==> src/verilog/rcs_pkg.sv <==
/*
 * rcs_pkg: constants and carriers for the run command source selector.
 * assumes one control clock; all settings arrive as plain ports.
 */
package rcs_pkg;
    // ==========================================================
    // run source selection codes
    localparam logic [7:0] SRC_TERMINAL = 8'h01;
    localparam logic [7:0] SRC_KEYPAD   = 8'h02;
    localparam logic [7:0] SRC_SERIAL   = 8'h03;
    localparam logic [7:0] SRC_OPTION   = 8'h04;
    // ==========================================================
    // stop key enable codes
    localparam logic [7:0] STOPKEY_ALWAYS    = 8'h00;
    localparam logic [7:0] STOPKEY_DISABLE   = 8'h01;
    localparam logic [7:0] STOPKEY_TRIP_ONLY = 8'h02;
    // ==========================================================
    // input terminal function codes
    localparam logic [7:0] FN_FORWARD   = 8'h00;
    localparam logic [7:0] FN_REVERSE   = 8'h01;
    localparam logic [7:0] FN_STA       = 8'h14;
    localparam logic [7:0] FN_STP       = 8'h15;
    localparam logic [7:0] FN_DIR3      = 8'h16;
    localparam logic [7:0] FN_KEY_OVR   = 8'h1f;
    localparam logic [7:0] FN_TERM_OVR  = 8'h33;
    localparam int         NUM_TERMINALS = 7;
    // ==========================================================
    // frequency source selection reported while overridden
    localparam logic [1:0] FREQ_CONFIGURED = 2'h0;
    localparam logic [1:0] FREQ_KEYPAD     = 2'h1;
    localparam logic [1:0] FREQ_TERMINAL   = 2'h2;

    // a run request from one source
    typedef struct packed {
        logic run;
        logic reverse;
    } rcs_cmd_t;

    typedef enum logic [2:0] {
        ST_STOPPED = 3'b001,
        ST_RUNNING = 3'b010,
        ST_LOCKED  = 3'b100
    } rcs_state_t;
endpackage

==> src/verilog/rcs_run_select.sv <==
/*
 * rcs_run_select: picks the run/stop command source and drives the run command.
 * assumes terminal pins and keypad keys are asynchronous; other inputs are
 * from logic on sys_clk.
 */
//
// Function
// - source code 04 takes run/stop from the option board only
// - run starts only with a valid frequency command present
// - keypad override input on: keypad keys control run and stop
// - terminal override input on: terminals control run and stop
// - override also switches frequency source to keypad or terminal analog
// - override change while running stops; restart needs run off then on
// - both overrides on: keypad override wins
// - source 01 terminals, 02 keypad, 03 serial bus
// - stop key setting 00: keypad stop stops any source, or only clears the trip while tripped
// - stop key setting 01: stop key ignored unless source is keypad
// - stop key setting 02: stop key only clears a trip unless source is keypad
// - after keypad stop of external run, restart needs run off then on
// - functions not assigned to any terminal read as off
// - forward and reverse terminals both on means stop
`timescale 1ns/10ps
`default_nettype none
module rcs_run_select
    import rcs_pkg::*;
#(
    parameter int NTERM = NUM_TERMINALS
) (
    input  wire logic             sys_clk,                // control clock
    input  wire logic             reset,                  // synchronous, active high
    input  wire logic [7:0]       run_source_select,      // configured run source
    input  wire logic [7:0]       stop_key_enable,        // stop key policy
    input  wire logic [NTERM*8-1:0] input_function_assign, // function code per terminal
    input  wire logic [NTERM-1:0] terminal_in,            // terminal pins, active high
    input  wire logic             keypad_run_key,         // keypad run key pin
    input  wire logic             keypad_stop_key,        // keypad stop/reset key pin
    input  wire rcs_cmd_t         serial_cmd,             // serial bus run request
    input  wire rcs_cmd_t         option_cmd,             // option board run request
    input  wire logic             freq_valid,             // frequency command present
    input  wire logic             tripped,                // drive is in trip
    output logic                  run_out,                // run command to drive core
    output logic                  reverse_out,            // direction to drive core
    output logic [1:0]            freq_source_sel,        // frequency source override
    output logic                  trip_clear              // one-cycle trip clear pulse
);
    // ==========================================================
    // pin synchronisers
    logic [NTERM-1:0] term_meta;
    logic [NTERM-1:0] term_sync;
    logic [1:0]       key_meta;
    logic [1:0]       key_sync;
    always_ff @(posedge sys_clk) begin
        if (reset) begin
            term_meta <= '0;
            term_sync <= '0;
            key_meta  <= 2'h0;
            key_sync  <= 2'h0;
        end else begin
            term_meta <= terminal_in;
            term_sync <= term_meta;
            // both keys share one pair of stages so run and stop never skew apart
            key_meta  <= {keypad_stop_key, keypad_run_key};
            key_sync  <= key_meta;
        end
    end

    // ==========================================================
    // function decode: an unassigned function stays off
    function automatic logic fn_level(input logic [7:0] code,
                                      input logic [NTERM*8-1:0] assign_v,
                                      input logic [NTERM-1:0] lvl);
        logic hit;
        hit = 1'b0;
        for (int i = 0; i < NTERM; i++) begin
            if (assign_v[i*8 +: 8] == code && lvl[i]) begin
                hit = 1'b1;
            end
        end
        return hit;
    endfunction

    function automatic logic fn_assigned(input logic [7:0] code,
                                         input logic [NTERM*8-1:0] assign_v);
        logic hit;
        hit = 1'b0;
        for (int i = 0; i < NTERM; i++) begin
            if (assign_v[i*8 +: 8] == code) begin
                hit = 1'b1;
            end
        end
        return hit;
    endfunction

    logic fwd_on;
    logic rev_on;
    logic sta_on;
    logic stp_on;
    logic dir3_on;
    logic three_wire;
    logic key_ovr;
    logic term_ovr;
    always_comb begin
        fwd_on     = fn_level(FN_FORWARD, input_function_assign, term_sync);
        rev_on     = fn_level(FN_REVERSE, input_function_assign, term_sync);
        sta_on     = fn_level(FN_STA, input_function_assign, term_sync);
        // stop is normally closed: assigned and open means stop
        stp_on     = fn_level(FN_STP, input_function_assign, term_sync);
        dir3_on    = fn_level(FN_DIR3, input_function_assign, term_sync);
        three_wire = fn_assigned(FN_STP, input_function_assign);
        key_ovr    = fn_level(FN_KEY_OVR, input_function_assign, term_sync);
        term_ovr   = fn_level(FN_TERM_OVR, input_function_assign, term_sync);
    end

    // ==========================================================
    // three-wire latch: start on rising edge of start while stop closed
    logic sta_prev;
    logic three_run;
    always_ff @(posedge sys_clk) begin
        if (reset) begin
            sta_prev  <= 1'b0;
            three_run <= 1'b0;
        end else begin
            sta_prev <= sta_on;
            if (!stp_on) begin
                three_run <= 1'b0;
            end else if (sta_on && !sta_prev) begin
                three_run <= 1'b1;
            end
        end
    end

    // keypad run latch: run key starts, stop key stops when keypad rules
    logic key_run_prev;
    logic keypad_run;
    logic key_stop_prev;
    logic stop_press;
    assign stop_press = key_sync[1] && !key_stop_prev;

    // ==========================================================
    // source arbitration
    // serial and option requests are already on sys_clk, so they skip the synchronisers
    typedef enum logic [2:0] {
        SEL_TERM   = 3'b001,
        SEL_KEYPAD = 3'b010,
        SEL_EXT    = 3'b100
    } rcs_sel_t;

    rcs_sel_t  sel;
    rcs_cmd_t  term_cmd;
    rcs_cmd_t  req;
    logic      keypad_rules;
    always_comb begin
        if (three_wire) begin
            term_cmd.run     = three_run;
            term_cmd.reverse = dir3_on;
        end else begin
            term_cmd.run     = fwd_on ^ rev_on;
            term_cmd.reverse = rev_on && !fwd_on;
        end
        if (key_ovr) begin
            sel = SEL_KEYPAD;
        end else if (term_ovr) begin
            sel = SEL_TERM;
        end else if (run_source_select == SRC_KEYPAD) begin
            sel = SEL_KEYPAD;
        end else if (run_source_select == SRC_TERMINAL) begin
            sel = SEL_TERM;
        end else begin
            sel = SEL_EXT;
        end
        keypad_rules = (sel == SEL_KEYPAD);
        case (sel)
            SEL_TERM:   req = term_cmd;
            SEL_KEYPAD: req = '{run: keypad_run, reverse: 1'b0};
            SEL_EXT: begin
                if (run_source_select == SRC_SERIAL) begin
                    req = serial_cmd;
                end else if (run_source_select == SRC_OPTION) begin
                    req = option_cmd;
                end else begin
                    req = '{run: 1'b0, reverse: 1'b0};
                end
            end
            default:    req = '{run: 1'b0, reverse: 1'b0};
        endcase
    end

    always_ff @(posedge sys_clk) begin
        if (reset) begin
            key_run_prev  <= 1'b0;
            key_stop_prev <= 1'b0;
            keypad_run    <= 1'b0;
        end else begin
            key_run_prev  <= key_sync[0];
            key_stop_prev <= key_sync[1];
            if (!keypad_rules || (stop_press && !tripped)) begin
                keypad_run <= 1'b0;
            end else if (key_sync[0] && !key_run_prev) begin
                keypad_run <= 1'b1;
            end
        end
    end

    // ==========================================================
    // stop key policy for non-keypad sources
    logic ext_stop;
    always_comb begin
        case (stop_key_enable)
            STOPKEY_ALWAYS:    ext_stop = stop_press && !tripped;
            STOPKEY_DISABLE:   ext_stop = 1'b0;
            STOPKEY_TRIP_ONLY: ext_stop = 1'b0;
            default:           ext_stop = 1'b0;
        endcase
        if (keypad_rules) begin
            ext_stop = 1'b0;
        end
    end

    // ==========================================================
    // reset function of the stop key: off the keypad, policy 01 and
    // unknown policies mute the key completely, trip clearing included
    logic key_resets;
    always_comb begin
        case (stop_key_enable)
            STOPKEY_ALWAYS:    key_resets = 1'b1;
            STOPKEY_TRIP_ONLY: key_resets = 1'b1;
            default:           key_resets = 1'b0;
        endcase
        if (keypad_rules) begin
            key_resets = 1'b1;
        end
    end

    // ==========================================================
    // run state: a forced stop locks until run goes off then on
    logic       req_prev;
    logic [1:0] ovr_prev;
    logic       ovr_change;
    rcs_state_t state;
    assign ovr_change = ovr_prev != {key_ovr, term_ovr};

    always_ff @(posedge sys_clk) begin
        if (reset) begin
            req_prev <= 1'b0;
            ovr_prev <= 2'h0;
        end else begin
            req_prev <= req.run;
            ovr_prev <= {key_ovr, term_ovr};
        end
    end

    always_ff @(posedge sys_clk) begin
        if (reset) begin
            state <= ST_STOPPED;
        end else begin
            case (state)
                ST_STOPPED: begin
                    if (req.run && freq_valid) begin
                        state <= ST_RUNNING;
                    end
                end
                ST_RUNNING: begin
                    if (ovr_change || ext_stop) begin
                        state <= ST_LOCKED;
                    end else if (!req.run || !freq_valid) begin
                        state <= ST_STOPPED;
                    end
                end
                ST_LOCKED: begin
                    if (req.run && !req_prev) begin
                        state <= freq_valid ? ST_RUNNING : ST_STOPPED;
                    end else if (!req.run) begin
                        state <= ST_STOPPED;
                    end
                end
                default: state <= ST_STOPPED;
            endcase
        end
    end

    // ==========================================================
    // registered outputs
    always_ff @(posedge sys_clk) begin
        if (reset) begin
            run_out         <= 1'b0;
            reverse_out     <= 1'b0;
            freq_source_sel <= FREQ_CONFIGURED;
            trip_clear      <= 1'b0;
        end else begin
            // the stop causes are gated here too, so run drops one cycle after the cause
            run_out     <= (state == ST_RUNNING) && req.run && freq_valid && !ovr_change && !ext_stop;
            reverse_out <= req.reverse;
            if (key_ovr) begin
                freq_source_sel <= FREQ_KEYPAD;
            end else if (term_ovr) begin
                freq_source_sel <= FREQ_TERMINAL;
            end else begin
                freq_source_sel <= FREQ_CONFIGURED;
            end
            // a muted stop key clears no trip either
            trip_clear <= stop_press && tripped && key_resets;
        end
    end
endmodule // rcs_run_select
`default_nettype wire

==> config.mk <==
export PLATFORM = sky130hd
export DESIGN_NAME = rcs_run_select
export DESIGN_NICKNAME = d
export VERILOG_FILES = /design/src/verilog/rcs_pkg.sv /design/src/verilog/rcs_run_select.sv
export SDC_FILE = /design/constraint.sdc
export NUM_CORES = 1
export LEC_CHECK = 0
export ABC_CLOCK_PERIOD_IN_PS = 5600
export BUFFER_PORTS_ARGS = -buffer_cell sky130_fd_sc_hd__buf_4
export CAP_MARGIN = 20
export CORE_UTILIZATION = 34
export CTS_CLUSTER_DIAMETER = 100
export DETAILED_ROUTE_END_ITERATION = 10
export PLACE_DENSITY = 0.65
export REMOVE_ABC_BUFFERS = 1
export SLEW_MARGIN = 15
export SYNTH_ARGS = -nofsm -noshare
export SYNTH_HDL_FRONTEND = slang
export SYNTH_SLANG_ARGS = --single-unit
==> constraint.sdc <==
create_clock -name sys_clk -period 5.6 [get_ports sys_clk]
set_clock_uncertainty 0.05 [all_clocks]
set_input_delay 1.4 -clock sys_clk [delete_from_list [all_inputs] [get_ports sys_clk]]
set_output_delay 1.4 -clock sys_clk [all_outputs]
set_load 0.01 [all_outputs]
After elaboration in Yosys (flattened, before gate mapping)
Index checks and enable logic that the tools add are counted.
Storage, ports and cells
  bits in registers: 34
  bits in latches: 0
  RAM bits: 0
  bits in read-only memories: 0
  output and inout port bits: 5
  word-level logic and storage cells: 242
  memories: 0
Operators by class
  add/subtract/negate cells: 0
  multipliers: 0
  divide/modulo/power cells: 0
  $lt $le $gt $ge: 0
  equality and inequality tests: 57
  shifts and indexed selects: 0
  mux-type cells: 77
  bitwise gates (word level): 2
  reduce and logical (&&, ||, !) cells: 89
Operator list (count)
  equality test 8 x 5 -> 1 bit, second input constant: 28
  equality test 8 x 1 -> 1 bit, second input constant: 8
  logical NOT 8 bit: 8
  logical AND 1 bit: 62
  2-to-1 mux 1 bit: 61
  equality test 8 x 6 -> 1 bit, second input constant: 7
  2-to-1 mux 3 bit: 9
  equality test 8 x 2 -> 1 bit, second input constant: 3
  logical NOT 1 bit: 11
  2-to-1 mux 2 bit: 5
  one-hot mux 3 bit (3 select lines): 1
  equality test 8 x 3 -> 1 bit, second input constant: 1
  OR reduction 2 bit: 4
  equality test 3 x 1 -> 1 bit, second input constant: 2
  equality test 3 x 2 -> 1 bit, second input constant: 2
  equality test 3 bit, second input constant: 2
  != test 3 bit, second input constant: 2
  one-hot mux 2 bit (3 select lines): 1
  logical OR 1 bit: 3
  AND reduction 3 bit: 1
  != test 2 bit: 1
  != test 2 bit, second input constant: 1
  inverter 1 bit: 1
  XOR 1 bit: 1

Depth between registers and ports, before layout
Gate-level depths: netlist (run 1).
  depth in word-level cells: 18
  mapped depth: 10

Worst setup path before layout (run 1)
OpenSTA, ideal clock, no wires.
  path kind: input port to flip-flop
  start point: input port input_function_assign[27]
  end point: register state[1]
  library setup time: 60 ps
  data arrival time: 3661 ps
  path slack: 1830 ps
  cell stages on the path: 10
  cells stage by stage: nor4_1 > nand2_1 > or2_2 > or4b_2 > nand4_1 > ha_1 > mux2i_1 > a2bb2oi_1 > o2bb2ai_1 > o311a_1
On the way
  word-level cells in the longest chain between the ends: 14
  elaborated cells between the ends (all ways): 51
  classes of those cells: eq/ne: 11; mux: 28; bitwise: 1; reduce/logical: 11
RTL lines
  start, declared: RTL line rcs_run_select.sv:33  | input wire logic [NTERM*8-1:0] input_function_assign,
  equality test 8 x 6 -> 1 bit: RTL line rcs_run_select.sv:75  | if (assign_v[i*8 +: 8] == code && lvl[i]) begin
  logical AND 1 bit: RTL line rcs_run_select.sv:75
  2-to-1 mux 1 bit (4 in a row): RTL line rcs_run_select.sv:75
  2-to-1 mux 3 bit: RTL line rcs_run_select.sv:162  | end else if (term_ovr) begin
  2-to-1 mux 3 bit: RTL line rcs_run_select.sv:160  | if (key_ovr) begin
  equality test 3 bit (tied with other cells): RTL line rcs_run_select.sv:172  | case (sel)
  one-hot mux 2 bit (3 select lines): RTL line rcs_run_select.sv:172
  logical NOT 1 bit
  logical OR 1 bit: RTL line rcs_run_select.sv:265  | end else if (!req.run || !freq_valid) begin
  != test 3 bit (no source line)
  AND reduction 3 bit (no source line)
  end signal, assigned: RTL line rcs_run_select.sv:271  | state <= freq_valid ? ST_RUNNING : ST_STOPPED;
  end, declared: RTL line rcs_run_select.sv:239  | rcs_state_t state;
Parallel ways exist; a longest one is shown, timed or not.
A chain may end at the register's enable or synchronous reset.

Final worst setup path (run 1)
Ends and elaborated chain as after synthesis.

==> results.py, run 1 <==
metrics = {
    "status": {
        "outcome": "completed",
    },
    "sta": {
        "fin_hold_ws_ns": 0.384,
        "hold_violations": 0,
        "min_period_ns": 3.94,
        "period_share_pct": 70.3,
        "timing.final.ws_setup_ns": 1.66,
        "fmax_mhz": 254,
        "setup_viol": 0,
        "worst_pin_slew_ns": 0.670,
        "maxSlewHeadroom_pct": 54.7,
        "drv_slew": 0,
        "fin_setup_tns_ns": 0,
        "rsz0062_at_grt": "false",
    },
    "critical_path": {
        "reg2reg_depth": 10,
        "startpoint": "input_function_assign[27]",
        "crit_fanout": 5,
        "start_kind": "primary input",
        "endpoint_kind": "register",
        "crit_arrival_ns": 4.11,
        "r2r_start": "term_sync[5]",
        "worstPathRequired_ns": 5.78,
        "worstSetupPathType": "in2reg",
        "rrSetupSlack_ns": 2.78,
    },
    "worst_hold_path": {
        "hp-start": "term_meta[2]",
        "min_path_cells": 1,
        "hp-class": "reg2reg",
    },
    "pwr": {
        "powerDensity_mw_per_mm2": 172,
        "p_leak_nw": 1.19,
        "power_uw": 499,
        "vdd_drop_max_mv": 0.161,
    },
    "global_route": {
        "antenna_found_initial": 0,
        "grt_max_degree": 28,
        "grt_use_total_pct": 18.8,
        "grt_overflow_total": 0,
        "grt_pass1_wl_mm": 9.29,
        "first_global_vias": 2129,
    },
    "detailed_routing": {
        "drtIter0Drc": 69,
        "vias": 2302,
        "viasPerCell": 5.49,
        "remaining_drc_errors": 0,
        "dr.pass1.iters": 4,
        "routedWlPerCell_um": 14.1,
        "totalWireLength_mm": 5.91,
        "drtAntennaViolNets": 0,
    },
    "cts": {
        "cts_made_buffers": 5,
        "cts.sinks": 33,
        "cts_setup_buffers": 0,
        "cts-root-buf": "clkbuf_8",
        "htree_levels": 2,
        "cts_tree": "done",
        "ctsResizeCount": 0,
        "insertion_delay_ns": 0.28,
        "clk_pin_slew_ns": 0.07,
        "cts_max_path_buffers": 2,
        "hold_buffers": 0,
    },
    "floorplanning": {
        "core_area_mm2": 0.00568,
        "rows": 27,
        "dieArea_mm2": 0.00635,
        "die_w_um": 79.7,
        "pin_count": 94,
        "fp.dieH_um": 79.7,
        "start_util_pct": 36.2,
    },
    "synthesis": {
        "synthesis.area_mm2": 0.00205,
        "synth_flop_cell": "dfxtp_1",
        "ys.warnings.count": 0,
        "synthCells": 249,
        "ys_seq_elements": 33,
        "ys_async_sr_fraction_pct": 0,
        "ys_types": 60,
        "yosys.area.top_type": "dfxtp_1",
        "seq_area_frac_synth_pct": 32.2,
        "syn_avg_cell_area_um2": 8.24,
        "synth_top_cells_by_count": "33 x dfxtp_1, 23 x nor2b_1, 22 x nor2_1, 22 x nor4_1, 14 x nand2_1",
        "yosysMostFrequentCell": "dfxtp_1",
        "netlist_top_cells_area": "dfxtp_1 32%, nor2b_1 7.0%, nor4_1 6.7%",
        "synth_edf_count": 0,
        "synth_top_area_share_pct": 32.2,
    },
    "placement": {
        "pre_cts_ws_ns": 1.39,
        "gp_congestion": 0.832,
        "dpl.hpwl_mm": 4.86,
        "port_buffers": 93,
    },
    "finish": {
        "area_growth_pct": 41.7,
        "drive_above_1_share_pct": 32.3,
        "antennaDiodeCount": 0,
        "final_nets": 436,
        "fin_util_pct": 51.2,
    },
    "job": {
        "cap_violations": 0,
    },
}
==> layout make-up <==
type                            count  area (um^2)
Clock inverter                      2         10.0
Multi-Input combinational cell    200         1330
Clock buffer                        6         72.6
Timing Repair Buffer               93          698
Fill cell                         588         2770
Inverter                           13         48.8
Sequential cell                    33          661
Tap cell                           72         90.1
==> cell families (layout without fill, tap and decap cells) <==
group | count (synthesis) | in the layout | share of synthesized area, %
AOI/OAI and AO/OA | 40 | 40 | 15.1
xor gates and xnor gates | 1 | 1 | 0.427
adders and majority gates | 1 | 1 | 0.610
buffers and inverters | 16 | 114 | 3.11
DFF | 33 | 33 | 32.2
muxes | 3 | 3 | 1.77
and+or+nand+nor | 155 | 155 | 46.8
==> metrics by stage <==
stage / cells / area (um^2)
2_1_floorplan: 246 / 2040
3_3_place_gp: 411 / 2830
6_report: 419 / 2910
4_1_cts: 419 / 2910
3_5_place_dp: 411 / 2830
5_1_grt: 419 / 2910
==> power by group <==
| group | internal (mW) | switching [mW] |
|---|---|---|
| logic | 0.0526 | 0.0371 |
| registers | 0.241 | 0.00279 |
| clock network | 0.0859 | 0.0792 |
==> worst max-delay path, cell delays in order <==
cell       delay (ns)
buf_4            0.12
nor4_1           0.42
nand2_1          0.13
or2_2            0.33
or4b_2           0.61
nand4_1          0.11
ha_1             0.23
mux2i_1          0.14
a2bb2oi_1        0.09
o2bb2ai_1        0.32
o311a_1          0.22
==> path summary, 6_finish.rpt <==
path	endpoint
worst max-delay path	state[1]
worst min-delay path	term_sync[2]
worst max register to register	state[1]
worst min register to register	term_sync[2]
==> layout by cell type, fill, tap and decap left out, types with 5 or more instances in the layout <==
cell type  count
nor4b_1        6
nor3b_1        6
a21oi_1       11
nand4_1       10
nor3_1         8
clkbuf_8       5
inv_1         13
nor4_1        22
buf_4         93
nand2_1       14
nor2_1        22
nand3_1        8
nor2b_1       23
nand2b_1       6
dfxtp_1       33
==> layer usage <==
metal,GRT usage (%),vias up,wire (um)
met1,22.9,1053,2590
met2,32.5,87,2770
met4,7.27,0,110
met3,3.43,11,432
li1,-,1151,-
met5,0,-,0
==> state kept, by name (all words and copies together) (netlist names), 2 cells and up <==
name and count:
key_sync 2, term_meta 7, state 3, term_sync 7, key_meta 2, ovr_prev 2
No activity file was read; power rests on OpenSTA's default activity.
==> inputs of run 2 (changes only) <==
--- a/config.mk
+++ b/config.mk
@@ -5,7 +5,8 @@
 export SDC_FILE = /design/constraint.sdc
 export NUM_CORES = 1
 export LEC_CHECK = 0
-export ABC_CLOCK_PERIOD_IN_PS = 5600
+export ABC_AREA = 1
+export ABC_CLOCK_PERIOD_IN_PS = 3300
 export BUFFER_PORTS_ARGS = -buffer_cell sky130_fd_sc_hd__buf_4
 export CAP_MARGIN = 20
 export CORE_UTILIZATION = 34
==> constraint.sdc (replaced) <==
create_clock -name sys_clk -period 3.3 [get_ports sys_clk]
set_clock_uncertainty 0.05 [all_clocks]
set_input_delay 0.825 -clock sys_clk [delete_from_list [all_inputs] [get_ports sys_clk]]
set_output_delay 0.825 -clock sys_clk [all_outputs]
set_load 0.01 [all_outputs]
==> run 2 against run 1 <==
Compared with the run above: clock power grew 140%; critical path depth up 7; critical path type unchanged; wire length is 14% higher; non-clock buffer count is the same; sequential cell count unchanged.
==> results.py, run 2 <==
metrics = {
    "status": {
        "outcome": "completed",
    },
    "critical_path": {
        "crit_chain": "buf_4 > inv_1 > nor2_1 > inv_1 > nor2_1 > a32o_1 > a311oi_1 > o2111ai_1 > ha_1 > nand3b_1 > nand2_2 > nand2_4 > nand3_4 > nand3_1 > nand2_1 > nor2_1 > nand2_1 > nand2_1",
        "start_kind": "primary input",
        "critPathBufInv": 3,
        "r2r-end": "state[0]",
        "endpoint_kind": "register",
        "rrSetupSlack_ns": 0.80,
        "crit_fanout": 4,
        "reg2reg_depth": 15,
        "r2r_start": "term_sync[1]",
        "crit_slowest_cell": "ha_1",
        "critPathTopFamily": "simple AND/OR/NAND/NOR gates",
        "worstPathRequired_ns": 3.43,
        "max_stage_delay_ns": 0.32,
        "crit_arrival_ns": 2.93,
        "worstSetupPathType": "in2reg",
    },
    "sta": {
        "hold_violations": 0,
        "rsz0062_at_grt": "false",
        "maxSlewHeadroom_pct": 58.1,
        "worst_pin_slew_ns": 0.622,
        "min_period_ns": 2.81,
        "drv_slew": 0,
        "setup_viol": 0,
        "fin_setup_tns_ns": 0,
        "period_share_pct": 85.0,
        "fin_hold_ws_ns": 0.351,
        "fmax_mhz": 356,
    },
    "pwr": {
        "internal_power_uw": 760,
        "p_seq_share_pct": 41.5,
        "p_leak_nw": 1.73,
        "p_switching_uw": 252,
        "combPwrFrac_pct": 20.0,
        "vdd_drop_max_mv": 0.192,
        "swShare_pct": 24.9,
        "p_clk_share_pct": 38.5,
        "powerDensity_mw_per_mm2": 295,
    },
    "floorplanning": {
        "rows": 30,
        "core_area_mm2": 0.00698,
        "start_util_pct": 36.0,
        "pin_count": 94,
        "dieArea_mm2": 0.00775,
        "fp.dieH_um": 88.0,
        "die_w_um": 88.0,
    },
    "global_route": {
        "first_global_vias": 2600,
        "grt_pass1_wl_mm": 11.0,
        "grt_use_total_pct": 18.1,
        "grt_max_degree": 33,
        "antenna_found_initial": 0,
        "grt_overflow_total": 0,
    },
    "finish": {
        "n_fill_cell": 731,
        "antennaDiodeCount": 0,
        "layout_common_cells": "93 x buf_4, 88 x nor2_1, 87 x inv_1",
        "reg_top3": "term_meta x7, term_sync x7, state x3",
        "area_growth_pct": 36.4,
        "layout_commonest_cell": "buf_4",
        "final_nets": 613,
        "drive_above_1_share_pct": 27.1,
    },
    "synthesis": {
        "netlist_top_cells_area": "dfxtp_1 26%, nor2_1 13%, inv_1 13%",
        "yosysMostFrequentCell": "nor2_1",
        "syn_avg_cell_area_um2": 5.89,
        "synth_flop_cell": "dfxtp_1",
        "ys_async_sr_fraction_pct": 0,
        "synth_top_cells_by_count": "88 x nor2_1, 87 x inv_1, 65 x nand2_1, 37 x nand3_1, 33 x dfxtp_1",
        "ys.warnings.count": 0,
        "synth_edf_count": 0,
        "yosys.area.top_type": "dfxtp_1",
        "synthesis.area_mm2": 0.00252,
        "synth_top_area_share_pct": 26.3,
        "ys_seq_elements": 33,
        "ys_types": 35,
        "synthCells": 427,
        "seq_area_frac_synth_pct": 26.3,
    },
    "worst_hold_path": {
        "hold_end": "term_sync[4]",
        "hp-start": "term_meta[4]",
        "hp-class": "reg2reg",
        "min_path_cells": 2,
    },
    "cts": {
        "cts_made_buffers": 5,
        "cts-root-buf": "clkbuf_8",
        "cts_max_path_buffers": 2,
        "hold_buffers": 0,
        "ctsResizeCount": 0,
        "insertion_delay_ns": 0.28,
        "clk_pin_slew_ns": 0.07,
        "cts.sinks": 33,
        "htree_levels": 2,
        "cts_setup_buffers": 0,
        "cts_tree": "done",
    },
    "detailed_routing": {
        "drtIter0Drc": 169,
        "drtAntennaViolNets": 0,
        "routedWlPerCell_um": 10.8,
        "vias": 2862,
        "remaining_drc_errors": 0,
        "viasPerCell": 4.62,
        "dr.pass1.iters": 5,
        "totalWireLength_mm": 6.72,
    },
    "placement": {
        "port_buffers": 93,
        "gp_congestion": 0.891,
        "dpl.hpwl_mm": 5.69,
    },
    "job": {
        "cap_violations": 0,
    },
}
[run 2: cell count changes in the layout (fill, tap and decap cells not counted), sizes merged, moves of 6 or more]
cell,delta
nor2b,-23
inv,+80
nor4b,-7
nor3b,-6
nor4,-20
nor3,+13
nand2,+69
nor2,+77
nand2b,-6
nand3,+32
[run 2: worst max path at each step]
stage,from,to,cells past startpoint
2_1_floorplan,input_function_assign[10],state[0],16
3_3_place_gp,input_function_assign[15],state[0],17
3_5_place_dp,input_function_assign[15],state[0],17
4_1_cts,input_function_assign[15],state[0],17
5_1_grt,input_function_assign[30],state[0],19
6_report,input_function_assign[8],state[0],18
[run 2: area by class of cell]
cell class | instances | area, um^2 | area share, %
Clock buffer | 7 | 86.3 | 2.52
Clock inverter | 1 | 30.0 | 0.875
Inverter | 93 | 349 | 10.2
Multi-Input combinational cell | 297 | 1490 | 43.3
Sequential cell | 33 | 661 | 19.2
Tap cell | 96 | 120 | 3.50
Timing Repair Buffer | 93 | 698 | 20.3
[run 2: power groups by stage]
stage | logic [mW] | registers (mW) | clock network (mW)
3_3_place_gp | 0.198 | 0.429 | 0
5_1_grt | 0.228 | 0.422 | 0.420
2_1_floorplan | 0.0845 | 0.427 | 0
3_5_place_dp | 0.201 | 0.429 | 0
4_1_cts | 0.202 | 0.420 | 0.402
6_report | 0.202 | 0.420 | 0.390
[run 2: per-stage QoR]
step	area, um^2	cells	utilization, %	total power, mW	worst slack (ns)
global placement	3320	612	47.5	0.626	0.272
floorplan	2500	423	-	0.511	0.602
detailed placement	3320	612	47.5	0.630	0.203
global route	3430	620	49.2	1.07	0.231
finish	3430	620	49.2	1.01	0.495
CTS	3430	620	49.2	1.02	0.508
[run 2: routing by layer]
| metal | vias up | global-route usage, % | part of all wire (%) |
|---|---|---|---|
| met5 | - | 0 | 0 |
| met4 | 0 | 7.33 | 2.5 |
| met3 | 18 | 2.92 | 7.9 |
| met2 | 123 | 29.5 | 43 |
| met1 | 1183 | 23.9 | 47 |
| li1 | 1538 | - | - |
[run 2: logic make-up after synthesis]
| group | count (synthesis) | share of synthesized area [%] |
|---|---|---|
| adder cells (fa/ha/maj) | 1 | 0.497 |
| AND/OR/NAND/NOR | 266 | 50.9 |
| buffers and inverters | 97 | 14.6 |
| flip-flops | 33 | 26.3 |
| AO/OA/AOI/OAI | 30 | 7.71 |
[run 2: tightest hold or removal path, stage by stage, from the launching register on]
cell and delay (ns):
dfxtp_1 0.30, inv_1 0.04, nor2_1 0.03
==> inputs of run 3 (changes only) <==
--- a/config.mk
+++ b/config.mk
@@ -9,10 +9,11 @@
 export ABC_CLOCK_PERIOD_IN_PS = 3300
 export BUFFER_PORTS_ARGS = -buffer_cell sky130_fd_sc_hd__buf_4
 export CAP_MARGIN = 20
-export CORE_UTILIZATION = 34
+export CORE_ASPECT_RATIO = 0.9
+export CORE_UTILIZATION = 45
 export CTS_CLUSTER_DIAMETER = 100
 export DETAILED_ROUTE_END_ITERATION = 10
-export PLACE_DENSITY = 0.65
+export PLACE_DENSITY = 0.81
 export REMOVE_ABC_BUFFERS = 1
 export SLEW_MARGIN = 15
 export SYNTH_ARGS = -nofsm -noshare
==> run 3 against run 2 <==
Compared with the run above: die area decreased by 24%; register-to-register slack improved by 0.06 ns; global-route usage rose by 5.7 points; critical path depth down 1; worst hold slack lost 0.0044 ns; setup slack improved by 0.045 ns; sequential power barely moved; sequential share of layout area increased by 0.38 points; cell area decreased by 1.9%; clock power down 23%; largest power group unchanged; core utilization rose by 14 points; critical path type unchanged.
==> results.py, run 3 (synthesized netlist as in run 2, its figures left out) <==
metrics = {
    "status": {
        "outcome": "completed",
    },
    "detailed_routing": {
        "drtAntennaViolNets": 0,
        "dr.pass1.iters": 5,
        "vias": 2928,
        "remaining_drc_errors": 0,
        "routedWlPerCell_um": 11.0,
        "totalWireLength_mm": 6.49,
        "viasPerCell": 4.95,
        "drtIter0Drc": 220,
    },
    "floorplanning": {
        "die_w_um": 80.8,
        "fp.dieH_um": 72.9,
        "pin_count": 94,
        "start_util_pct": 47.3,
        "dieArea_mm2": 0.00590,
        "rows": 25,
        "core_area_mm2": 0.00532,
    },
    "global_route": {
        "first_global_vias": 2667,
        "grt_overflow_total": 0,
        "grt_use_total_pct": 23.8,
        "antenna_found_initial": 0,
        "grt_pass1_wl_mm": 11.0,
        "grt_max_degree": 33,
    },
    "finish": {
        "final_area_mm2": 0.00337,
        "reg_top3": "term_meta x7, term_sync x7, state x3",
        "layout_commonest_cell": "buf_4",
        "final_nets": 613,
        "area_growth_pct": 33.8,
        "drive_above_1_share_pct": 27.3,
        "layout_common_cells": "93 x buf_4, 88 x nor2_1, 87 x inv_1",
        "antennaDiodeCount": 0,
        "n_fill_cell": 498,
    },
    "critical_path": {
        "rrSetupSlack_ns": 0.86,
        "startpoint": "input_function_assign[15]",
        "crit_arrival_ns": 2.89,
        "crit_path_end": "state[0]",
        "crit_fanout": 4,
        "worstSetupPathType": "in2reg",
        "reg2reg_depth": 15,
        "max_stage_delay_ns": 0.26,
        "r2r-end": "state[0]",
        "r2r_start": "term_sync[1]",
        "endpoint_kind": "register",
        "cp_num_cells": 17,
        "crit_chain": "buf_4 > nor2_1 > inv_1 > nor3_1 > a32o_1 > nor2_1 > o2111a_1 > ha_1 > nand3b_1 > nand2_2 > nand2_4 > nand3_4 > nand3_1 > nand2_1 > nor2_1 > nand2_1 > nand2_1",
        "start_kind": "primary input",
        "critPathBufInv": 2,
        "worstPathRequired_ns": 3.43,
        "critPathTopFamily": "simple AND/OR/NAND/NOR gates",
        "crit_slowest_cell": "ha_1",
    },
    "cts": {
        "clk_pin_slew_ns": 0.08,
        "cts_made_buffers": 5,
        "htree_levels": 2,
        "cts_setup_buffers": 0,
        "cts.sinks": 33,
        "ctsResizeCount": 0,
        "cts-root-buf": "clkbuf_8",
        "hold_buffers": 0,
        "insertion_delay_ns": 0.28,
        "cts_tree": "done",
        "cts_max_path_buffers": 2,
    },
    "pwr": {
        "p_leak_nw": 1.72,
        "powerDensity_mw_per_mm2": 274,
        "vdd_drop_max_mv": 0.247,
    },
    "sta": {
        "rsz0062_at_grt": "false",
        "drv_slew": 0,
        "maxSlewHeadroom_pct": 68.0,
        "timing.final.ws_setup_ns": 0.540,
        "min_period_ns": 2.76,
        "worst_pin_slew_ns": 0.475,
        "fin_setup_tns_ns": 0,
        "fmax_mhz": 362,
        "period_share_pct": 83.6,
        "setup_viol": 0,
        "hold_violations": 0,
    },
    "placement": {
        "dpl_cell_area_mm2": 0.00328,
        "port_buffers": 93,
        "pre_cts_ws_ns": 0.245,
        "dpl.hpwl_mm": 5.39,
        "gp_congestion": 0.949,
    },
    "job": {
        "cap_violations": 0,
    },
    "worst_hold_path": {
        "hp-class": "reg2reg",
    },
}
==> run 3: how the worst min path moves through the flow <==
| stage | from | slack (ns) | to | cells after the start |
|---|---|---|---|---|
| after detailed placement | key_meta[0] | 0.34 | key_sync[0] | 2 |
| after CTS | key_meta[0] | 0.35 | key_sync[0] | 2 |
| after global placement | key_meta[1] | 0.34 | key_sync[1] | 2 |
| after floorplan | key_meta[0] | 0.34 | key_sync[0] | 2 |
| final | term_meta[3] | 0.35 | term_sync[3] | 2 |
| after global routing | term_meta[4] | 0.37 | term_sync[4] | 2 |
==> run 3: stage by stage <==
stage	power, mW	instances	utilization, %	hold WS [ns]
detailed placement	0.631	583	61.7	0.343
floorplan	0.511	423	-	0.338
CTS	0.935	591	63.3	0.353
global placement	0.624	583	61.7	0.339
global route	0.977	591	63.3	0.370
finish	0.923	591	63.3	0.347
==> run 3: tightest hold or removal path, stage by stage, from the launching register on <==
cell     delay (ns)
dfxtp_1        0.30
inv_1          0.04
nor2_1         0.03
==> run 3: per-layer routing <==
layer,vias to the layer above,share of wire (%),global-route usage [%],wire length (um)
li1,1541,-,-,-
met1,1261,47,31.8,3060
met2,122,44,38.5,2890
met3,4,7.5,3.75,490
met4,0,0.77,8.93,50
met5,-,0,0,0
==> run 3: layout make-up <==
| type | count | area, um^2 | share of cell area (%) |
|---|---|---|---|
| well taps | 67 | 83.8 | 2.49 |
| flip-flops and latches | 33 | 661 | 19.6 |
| clock inverters | 3 | 17.5 | 0.520 |
| repair buffers | 93 | 698 | 20.7 |
| multi-input cells | 297 | 1490 | 44.2 |
| clock buffers | 5 | 68.8 | 2.04 |
| inverters | 93 | 349 | 10.4 |
==> run 3: where the power goes <==
part           switching (mW)  total, mW  internal, mW
Sequential            0.00789      0.420         0.412
Clock                   0.154      0.299         0.145
Combinational           0.102      0.203         0.101
Total                   0.264      0.923         0.659
